===== src/rtl/ssis_pkg.sv =====
// Constants and types shared by the speed sensor input stage.
// Assumes a single peripheral clock domain and an 8-bit register port.
package ssis_pkg;

	localparam int ADDR_W = 4;
	localparam int DATA_W = 8;
	localparam int PIN_N = 3;

	// Register addresses
	localparam logic [3:0] CFG_ADDR = 4'h0;
	localparam logic [3:0] PRE_ADDR = 4'h1;
	localparam logic [3:0] STAT_ADDR = 4'h2;
	localparam logic [3:0] LVL_ADDR = 4'h3;

	// Configuration register field positions
	localparam int TES_LSB = 0;
	localparam int IS_LSB = 2;
	localparam int PCN_BIT = 4;
	localparam int SR_BIT = 5;
	localparam int OFFSEL_BIT = 6;
	localparam int DAC_BIT = 7;

	// Status register field positions
	localparam int ST_DIR = 0;
	localparam int ST_SPEED = 1;
	localparam int ST_ENC = 2;
	localparam int ST_COMP = 3;

	// Reset values
	localparam logic [1:0] TES_RST = 2'h0;
	localparam logic [1:0] IS_RST = 2'h0;
	localparam logic [2:0] PIN_RST = 3'h0;

	// Tacho edge field codes
	localparam logic [1:0] TES_NONE = 2'h0;
	localparam logic [1:0] TES_RISE = 2'h1;
	localparam logic [1:0] TES_FALL = 2'h2;
	localparam logic [1:0] TES_BOTH = 2'h3;

	// Input select code for the quadrature encoder
	localparam logic [1:0] IS_ENC = 2'h3;

	typedef enum logic [1:0]
	{
		PIN_IO = 2'b00,
		PIN_ANA = 2'b01,
		PIN_DIG = 2'b10,
		PIN_OFF = 2'b11
	} ssis_pin_type;

endpackage


===== src/rtl/ssis_sync.sv =====
// Two-stage synchroniser for the three sensor pins.
// Assumes the pins are asynchronous to clk.
`timescale 1ns/1ps
module ssis_sync
(
	input wire logic clk,
	input wire logic nrst,
	input wire logic [ssis_pkg::PIN_N-1:0] din,
	output logic [ssis_pkg::PIN_N-1:0] dout
);

	logic [ssis_pkg::PIN_N-1:0] meta_r;

	// First stage feeds only the second stage
	always_ff @(posedge clk or negedge nrst)
	begin
		if (!nrst)
		begin
			meta_r <= ssis_pkg::PIN_RST;
			dout <= ssis_pkg::PIN_RST;
		end
		else
		begin
			meta_r <= din;
			dout <= meta_r;
		end
	end

endmodule


===== src/rtl/ssis_top.sv =====
// Speed sensor input stage: tacho capture, encoder clock and direction,
// and the function assignment of the three sensor pins.
// Assumes a plain register port and a one-cycle commutation pulse on clk.
//
// What this block does
// - Nonzero edge field selects speed sensor mode
// - Select 00-10 tacho pin, 11 encoder
// - Chosen pin to edge detector, others free
// - Edge field picks rising, falling or both
// - Input select preloaded; direct access applies immediately
// - Encoder uses all edges, four times clock
// - Direction flag read only, counts unaffected
// - Direction samples A on B falling edge
// - Single encoder input gives half-rate clock
// - Sensor mode: selected pin analog, others ports
// - Sensorless: controller owns pins, off-state per bit
// - Release with encoder select frees all pins when the edge field is zero
// - Speed mode: selected pins digital, comparator off
// - Analog pin has digital input path disabled
//
// Added by the designer: the register addresses and the address-and-strobe port.
`timescale 1ns/1ps
module ssis_top
(
	input wire logic clk,
	input wire logic nrst,
	input wire logic [3:0] addr,
	input wire logic [7:0] wdata,
	input wire logic wr_en,
	input wire logic rd_en,
	output logic [7:0] rdata,
	input wire logic commutation_evt,
	input wire logic sensor_input_a,
	input wire logic sensor_input_b,
	input wire logic sensor_input_c,
	output logic capture_evt,
	output logic encoder_clk,
	output logic encoder_direction_flag,
	output logic phase_comp_on,
	output logic [1:0] pin_mode_a,
	output logic [1:0] pin_mode_b,
	output logic [1:0] pin_mode_c,
	output logic [2:0] pin_ground,
	output logic [2:0] dig_in_en
);

	logic [1:0] tacho_edge_field_r;
	logic [1:0] input_select_field_r;
	logic [1:0] input_select_pre_r;
	logic pin_release_bit_r;
	logic sensor_used_bit_r;
	logic off_state_select_bit_r;
	logic direct_access_r;
	logic [2:0] pin_s;
	logic [2:0] pin_prev_r;
	logic [2:0] rise;
	logic [2:0] fall;
	logic speed_mode;
	logic enc_mode;
	logic cfg_wr;
	logic pre_wr;
	logic capture_r;
	logic enc_clk_r;
	logic dir_r;
	logic comp_r;
	logic [1:0] pmode_r [3];
	logic [2:0] gnd_r;
	logic [2:0] dig_r;
	logic [7:0] rdata_r;

	// Role of one pin from the current configuration
	function automatic ssis_pkg::ssis_pin_type pin_role
	(
		input logic [1:0] tes,
		input logic [1:0] sel,
		input logic pin_release_bit,
		input logic sr,
		input int idx
	);
		ssis_pkg::ssis_pin_type role;
		role = ssis_pkg::PIN_IO;
		if (tes != ssis_pkg::TES_NONE)
		begin
			if (sel == ssis_pkg::IS_ENC)
				role = (idx < 2) ? ssis_pkg::PIN_DIG : ssis_pkg::PIN_IO;
			else
				role = (idx == int'(sel)) ? ssis_pkg::PIN_DIG
					: ssis_pkg::PIN_IO;
		end
		else if (sel == ssis_pkg::IS_ENC)
			role = (pin_release_bit || sr) ? ssis_pkg::PIN_IO : ssis_pkg::PIN_OFF;
		else if (idx == int'(sel))
			role = ssis_pkg::PIN_ANA;
		else
			role = (pin_release_bit || sr) ? ssis_pkg::PIN_IO : ssis_pkg::PIN_OFF;
		return role;
	endfunction

	// Edge filter for the tacho capture event
	function automatic logic edge_hit
	(
		input logic [1:0] tes,
		input logic r,
		input logic f
	);
		logic hit;
		hit = 1'b0;
		unique case (tes)
			ssis_pkg::TES_RISE: hit = r;
			ssis_pkg::TES_FALL: hit = f;
			ssis_pkg::TES_BOTH: hit = r || f;
			ssis_pkg::TES_NONE: hit = 1'b0;
		endcase
		return hit;
	endfunction

	ssis_sync u_sync
	(
		.clk(clk),
		.nrst(nrst),
		.din({sensor_input_c, sensor_input_b, sensor_input_a}),
		.dout(pin_s)
	);

	assign cfg_wr = wr_en && (addr == ssis_pkg::CFG_ADDR);
	assign pre_wr = wr_en && (addr == ssis_pkg::PRE_ADDR);
	assign speed_mode = tacho_edge_field_r != ssis_pkg::TES_NONE;
	assign enc_mode = speed_mode
		&& (input_select_field_r == ssis_pkg::IS_ENC);
	assign rise = pin_s & ~pin_prev_r;
	assign fall = ~pin_s & pin_prev_r;

	always_ff @(posedge clk or negedge nrst)
	begin
		if (!nrst)
		begin
			tacho_edge_field_r <= ssis_pkg::TES_RST;
			pin_release_bit_r <= 1'b0;
			sensor_used_bit_r <= 1'b0;
			off_state_select_bit_r <= 1'b0;
			direct_access_r <= 1'b0;
		end
		else if (cfg_wr)
		begin
			tacho_edge_field_r <= wdata[ssis_pkg::TES_LSB +: 2];
			pin_release_bit_r <= wdata[ssis_pkg::PCN_BIT];
			sensor_used_bit_r <= wdata[ssis_pkg::SR_BIT];
			off_state_select_bit_r <= wdata[ssis_pkg::OFFSEL_BIT];
			direct_access_r <= wdata[ssis_pkg::DAC_BIT];
		end
	end

	// Select writes land in the preload copy
	always_ff @(posedge clk or negedge nrst)
	begin
		if (!nrst)
			input_select_pre_r <= ssis_pkg::IS_RST;
		else if (cfg_wr)
			input_select_pre_r <= wdata[ssis_pkg::IS_LSB +: 2];
		else if (pre_wr)
			input_select_pre_r <= wdata[1:0];
	end

	// Live select moves only at commutation, unless direct access is on;
	// a direct write in the commutation cycle wins as the newer value
	always_ff @(posedge clk or negedge nrst)
	begin
		if (!nrst)
			input_select_field_r <= ssis_pkg::IS_RST;
		else if (cfg_wr && (wdata[ssis_pkg::DAC_BIT] || direct_access_r))
			input_select_field_r <= wdata[ssis_pkg::IS_LSB +: 2];
		else if (pre_wr && direct_access_r)
			input_select_field_r <= wdata[1:0];
		else if (commutation_evt)
			input_select_field_r <= input_select_pre_r;
	end

	always_ff @(posedge clk or negedge nrst)
	begin
		if (!nrst)
			pin_prev_r <= ssis_pkg::PIN_RST;
		else
			pin_prev_r <= pin_s;
	end

	// Only the selected pin reaches the edge filter
	always_ff @(posedge clk or negedge nrst)
	begin
		if (!nrst)
			capture_r <= 1'b0;
		else if (speed_mode && !enc_mode)
			capture_r <= edge_hit(tacho_edge_field_r,
				rise[input_select_field_r],
				fall[input_select_field_r]);
		else
			capture_r <= 1'b0;
	end

	// Every edge of A or B clocks; one live input yields half the rate
	always_ff @(posedge clk or negedge nrst)
	begin
		if (!nrst)
			enc_clk_r <= 1'b0;
		else
			enc_clk_r <= enc_mode && ((|rise[1:0]) || (|fall[1:0]));
	end

	// Direction only reported; nothing downstream counts down with it
	always_ff @(posedge clk or negedge nrst)
	begin
		if (!nrst)
			dir_r <= 1'b0;
		else if (enc_mode && fall[1])
			dir_r <= pin_s[0];
	end

	always_ff @(posedge clk or negedge nrst)
	begin
		if (!nrst)
			comp_r <= 1'b0;
		else
			comp_r <= !speed_mode
				&& (input_select_field_r != ssis_pkg::IS_ENC);
	end

	always_ff @(posedge clk or negedge nrst)
	begin
		if (!nrst)
		begin
			for (int i = 0; i < ssis_pkg::PIN_N; i++)
				pmode_r[i] <= ssis_pkg::PIN_IO;
			gnd_r <= ssis_pkg::PIN_RST;
			dig_r <= ssis_pkg::PIN_RST;
		end
		else
		begin
			for (int i = 0; i < ssis_pkg::PIN_N; i++)
			begin
				pmode_r[i] <= pin_role(tacho_edge_field_r,
					input_select_field_r, pin_release_bit_r,
					sensor_used_bit_r, i);
				gnd_r[i] <= off_state_select_bit_r
					&& (pin_role(tacho_edge_field_r, input_select_field_r,
					pin_release_bit_r, sensor_used_bit_r, i)
					== ssis_pkg::PIN_OFF);
				dig_r[i] <= pin_role(tacho_edge_field_r,
					input_select_field_r, pin_release_bit_r,
					sensor_used_bit_r, i) inside
					{ssis_pkg::PIN_IO, ssis_pkg::PIN_DIG};
			end
		end
	end

	// Read data stand for the one cycle after the strobe
	always_ff @(posedge clk or negedge nrst)
	begin
		if (!nrst)
			rdata_r <= 8'h00;
		else if (rd_en)
		begin
			unique case (addr)
				ssis_pkg::CFG_ADDR: rdata_r <= {direct_access_r,
					off_state_select_bit_r, sensor_used_bit_r,
					pin_release_bit_r, input_select_field_r,
					tacho_edge_field_r};
				ssis_pkg::PRE_ADDR: rdata_r <= {6'h00, input_select_pre_r};
				ssis_pkg::STAT_ADDR: rdata_r <= {4'h0, comp_r, enc_mode,
					speed_mode, dir_r};
				ssis_pkg::LVL_ADDR: rdata_r <= {5'h00, pin_s & dig_r};
				default: rdata_r <= 8'h00;
			endcase
		end
		else
			rdata_r <= 8'h00;
	end

	assign rdata = rdata_r;
	assign capture_evt = capture_r;
	assign encoder_clk = enc_clk_r;
	assign encoder_direction_flag = dir_r;
	assign phase_comp_on = comp_r;
	assign pin_mode_a = pmode_r[0];
	assign pin_mode_b = pmode_r[1];
	assign pin_mode_c = pmode_r[2];
	assign pin_ground = gnd_r;
	assign dig_in_en = dig_r;
endmodule


===== config.mk =====
export PLATFORM = sky130hd
export DESIGN_NAME = ssis_top
export DESIGN_NICKNAME = d
export VERILOG_FILES = /design/src/rtl/ssis_pkg.sv /design/src/rtl/ssis_sync.sv /design/src/rtl/ssis_top.sv
export SDC_FILE = /design/constraint.sdc
export NUM_CORES = 1
export LEC_CHECK = 0
export ABC_AREA = 1
export BUFFER_PORTS_ARGS = -buffer_cell sky130_fd_sc_hd__buf_2
export CAP_MARGIN = 40
export CORE_ASPECT_RATIO = 2
export CORE_MARGIN = 2
export CORE_UTILIZATION = 56
export CTS_CLUSTER_DIAMETER = 120
export DETAILED_ROUTE_END_ITERATION = 8
export PLACE_DENSITY = 0.88
export SETUP_SLACK_MARGIN = 0.5
export SLEW_MARGIN = 20
export SYNTH_ARGS = -nofsm -noshare
export SYNTH_HDL_FRONTEND = slang
export SYNTH_SLANG_ARGS = --single-unit
export TNS_END_PERCENT = 5

===== constraint.sdc =====
create_clock -name clk -period 4 [get_ports clk]
set_input_delay 0.2 -clock clk [delete_from_list [all_inputs] [get_ports clk]]
set_output_delay 0.2 -clock clk [all_outputs]
set_load 0.02 [all_outputs]

==> results.md <==
* Number of global-route vias before repair at roughly 1400
* DR iter-0 viols at 48
* Die Span X at 44.6 um
* Die Area at ~0.0038 mm^2
* Critical Path End: pin_ground[0]
* Post-synth top cells: 47 x nand2_1, 43 x dfrtp_1, 37 x inv_1
* Final setup viols at 0
* Pin count of the biggest net entering global routing at 24
* Reg2reg setup slack at 2.60 ns
* Post-route setup slack at roughly 2.6 ns
* DR WL met3 at 162 um
* Final hold vios at 0
* CP Data Required Time at ~4.2 ns
* Yosys warns at 0
* Sw power at roughly 0.00041 W
* DR top layer: met4
* H-Tree Depth at 2
* Area leader, netlist: dfrtp_1
* Post-Syn Instances at 209
* Worst Setup SP: input_select_field_r[0]
* Max cap viols at 0
* IO Pins at 44
* Via Count at between 1500 and 2000
* Async set-reset flop share out of synthesis at 100%
* Die Span Y at 85.2 um
* CP Launch Type: register
* Max clock buf depth at 2
* Grt ovf at 0
* CP max stage cell: dfrtp_1
* Max-slew violation count at 0
* R2R depth at 5
* Slew @ Worst Pin at 0.499 ns
* Top cells by area, synth: dfrtp_1 58%, nand2_1 9.6%, inv_1 7.5%
* Number of synthesized register bits at 43
* Sequential Power Share at 45.1%
* Ys flop type: dfrtp_1
* DR WL/cell at ~13 um
* Vias per Instance at 5.21
* Clock slew seen by the registers of the worst setup and hold paths at 0.08 ns
* Row cnt at 29
* Setup Skew at 0.00591 ns
* Met1 WL at 1310 um
* Endpoint class of the critical path: register
* Pre-CTS setup slack at 2.65 ns
* Cell Area, Synth at 0.00185 mm^2
* First-pass GRT wire length at 6310 um
* Top delay family on crit path: flip-flops
* Sequential area share after synthesis at 58.3%
* CP bufs+invs at 1
* Number of synthesized flops with an enable pin at 0
* Slowest stage delay, CP at 0.44 ns
* Total track usage at 23.9%
* DRC viols at 0
* Count leader, synth: nand2_1
* Port Buffers at 43
* Clock network fraction of total power at a little under 30%
* Root buffer cell: clkbuf_8
* FF-to-FF Start: input_select_field_r[0]
* Setup CP Type: reg2reg
* Peak VDD IR at roughly 0.38 mV
* Max_slew headroom at 66.8%
* CTS tree: built
* Critical-path cell list: inv_1, ha_1, nand2_1, nand3_1, nor3_1
* Clk sinks at 43
* Logic gate share of total power at between 20% and 30%
* CTS Buf Count at 5
* DP Wirelength at about 2900 um
* Setup TNS at 0 ns
* Post-CTS setup buffers at 0
* Gp weighted congestion at 0.851
* Crit path DAT at 1.62 ns
* Final worst path period need at 1.40 ns
* CORE AREA at approximately 0.0032 mm^2
* Non-filler instance count after layout at 296
* Layout area overhead at 24.0%
* Post-Route WL at 3900 um
* Met2 wire length at approximately 2200 um
* 1st-pass router iterations at 4
* Library cells used by synthesis at 19
* Final ANT Viol Nets at 0
* Mean post-synth cell area at 8.83 um^2
* Syn Nets at about 230
* Total inserted antenna cells at 0
* Area share of the largest cell type after synthesis at 58.3%
* Class of the worst hold path: in2reg
* Switching share of power at 33.3%
* Crit-path max FO at 8
* Initial antenna violation count at 0
* F_max at 714 MHz
* Clk_lat worst skew at around 0.3 ns
* Outcome: completed
* Starting density of the core at 58.5%
* Placed Cells at 284
* Power per standard cell area at around 540 mW/mm^2
* Static Leak at 1.28 nW
* Cell internal pwr at 0.000818 W
* RSZ-0062 raised after global routing: false
* Reg2reg end: pin_ground[0]
* Final #Nets at 288
* Layout cells sized above 1 at a little under a quarter
* Critical Path Stages at 5
* Post-route clock period utilization at 35.0%
-- flip-flops by register name, summed over array words and instances, names as in the netlist, 2 cells and up --
signal,flops
pin_mode_a,2
u_sync.meta_r,3
u_sync.dout,3
dig_in_en,3
input_select_field_r,2
input_select_pre_r,2
pin_mode_b,2
pin_ground,3
pin_prev_r,3
pin_mode_c,2
tacho_edge_field_r,2
rdata,8
-- power groups by stage --
stage / clock (W) / sequential, W / combinational (W)
6_report: 0.000355 / 0.000553 / 0.000319
5_1_grt: 0.000378 / 0.000564 / 0.000356
4_1_cts: 0.000360 / 0.000553 / 0.000318
3_5_place_dp: 0 / 0.000560 / 0.000309
3_3_place_gp: 0 / 0.000558 / 0.000301
2_1_floorplan: 0 / 0.000616 / 0.000141
-- how the worst min path moves through the flow --
stage                   start                     end  slack [ns]  cells after the start
2_1_floorplan            nrst             capture_evt        -0.1                      0
6_report             wdata[7]         direct_access_r        0.13                      3
3_5_place_dp             nrst                rdata[6]        0.19                      1
5_1_grt              wdata[6]  off_state_select_bit_r        0.14                      3
4_1_cts              wdata[6]  off_state_select_bit_r        0.12                      3
3_3_place_gp   sensor_input_c        u_sync.meta_r[2]        0.31                      1
-- kinds of logic after synthesis --
family                     count (synthesis)  share of synthesized area (%)
and+or+nand+nor                          101                           24.3
AOI/OAI and AO/OA                         22                           6.71
DFF                                       43                           58.3
adders and majority gates                  4                           2.71
buffers and inverters                     39                           7.93
-- per-layer routing --
layer  track usage [%]  vias up
met5                 0        -
met4              17.1        0
li1                  -      760
met3              5.53       17
met2              40.6       50
met1              23.8      715
-- layout make-up --
class	instances	area (um^2)
tap	31	38.8
timing repair buffer	48	283
clock buffer	6	82.6
sequential	43	1080
fill	249	868
multi-input combinational	127	623
inverter	39	146
clock inverter	2	38.8
-- tightest hold or removal path, delay by kind of cell --
family,cells,cell delay (ns)
buf+inv,1,0.09
simple gates,1,0.04
compound gates,1,0.06
-- stage by stage --
stage	cell area (um^2)	hold slack [ns]	total power (W)	utilization, %
after floorplan	1850	-0.0956	0.000757	-
after global placement	2100	0.307	0.000860	66.5
after detailed placement	2130	0.188	0.000869	67.4
after CTS	2290	0.116	0.00123	72.5
after global routing	2290	0.140	0.00130	72.5
final	2290	0.128	0.00123	72.5
-- layout by cell type (no fill, tap or decap) --
master / instances
inv_1: 37
inv_2: 2
nand4_1: 4
nand3_4: 1
o211ai_1: 1
nor2_4: 3
bufinv_16: 1
dfrtp_1: 43
a21oi_1: 3
buf_2: 43
nor3_1: 3
nor2_1: 30
nor4_1: 1
clkbuf_8: 6
buf_16: 1
o22ai_1: 3
inv_6: 1
ha_1: 4
or2_2: 1
dlygate4sd3_1: 4
o221ai_1: 2
nand3_1: 10
nand2_1: 47
nor2_2: 1
o21ai_0: 13
-- repair_timing --
| action | CTS | global route |
|---|---|---|
| gates resized for setup | 0 | 0 |
| hold endpoints to repair | 23 | 0 |
| hold buffers | 4 | 0 |
Power figures use the tool's default switching activity.
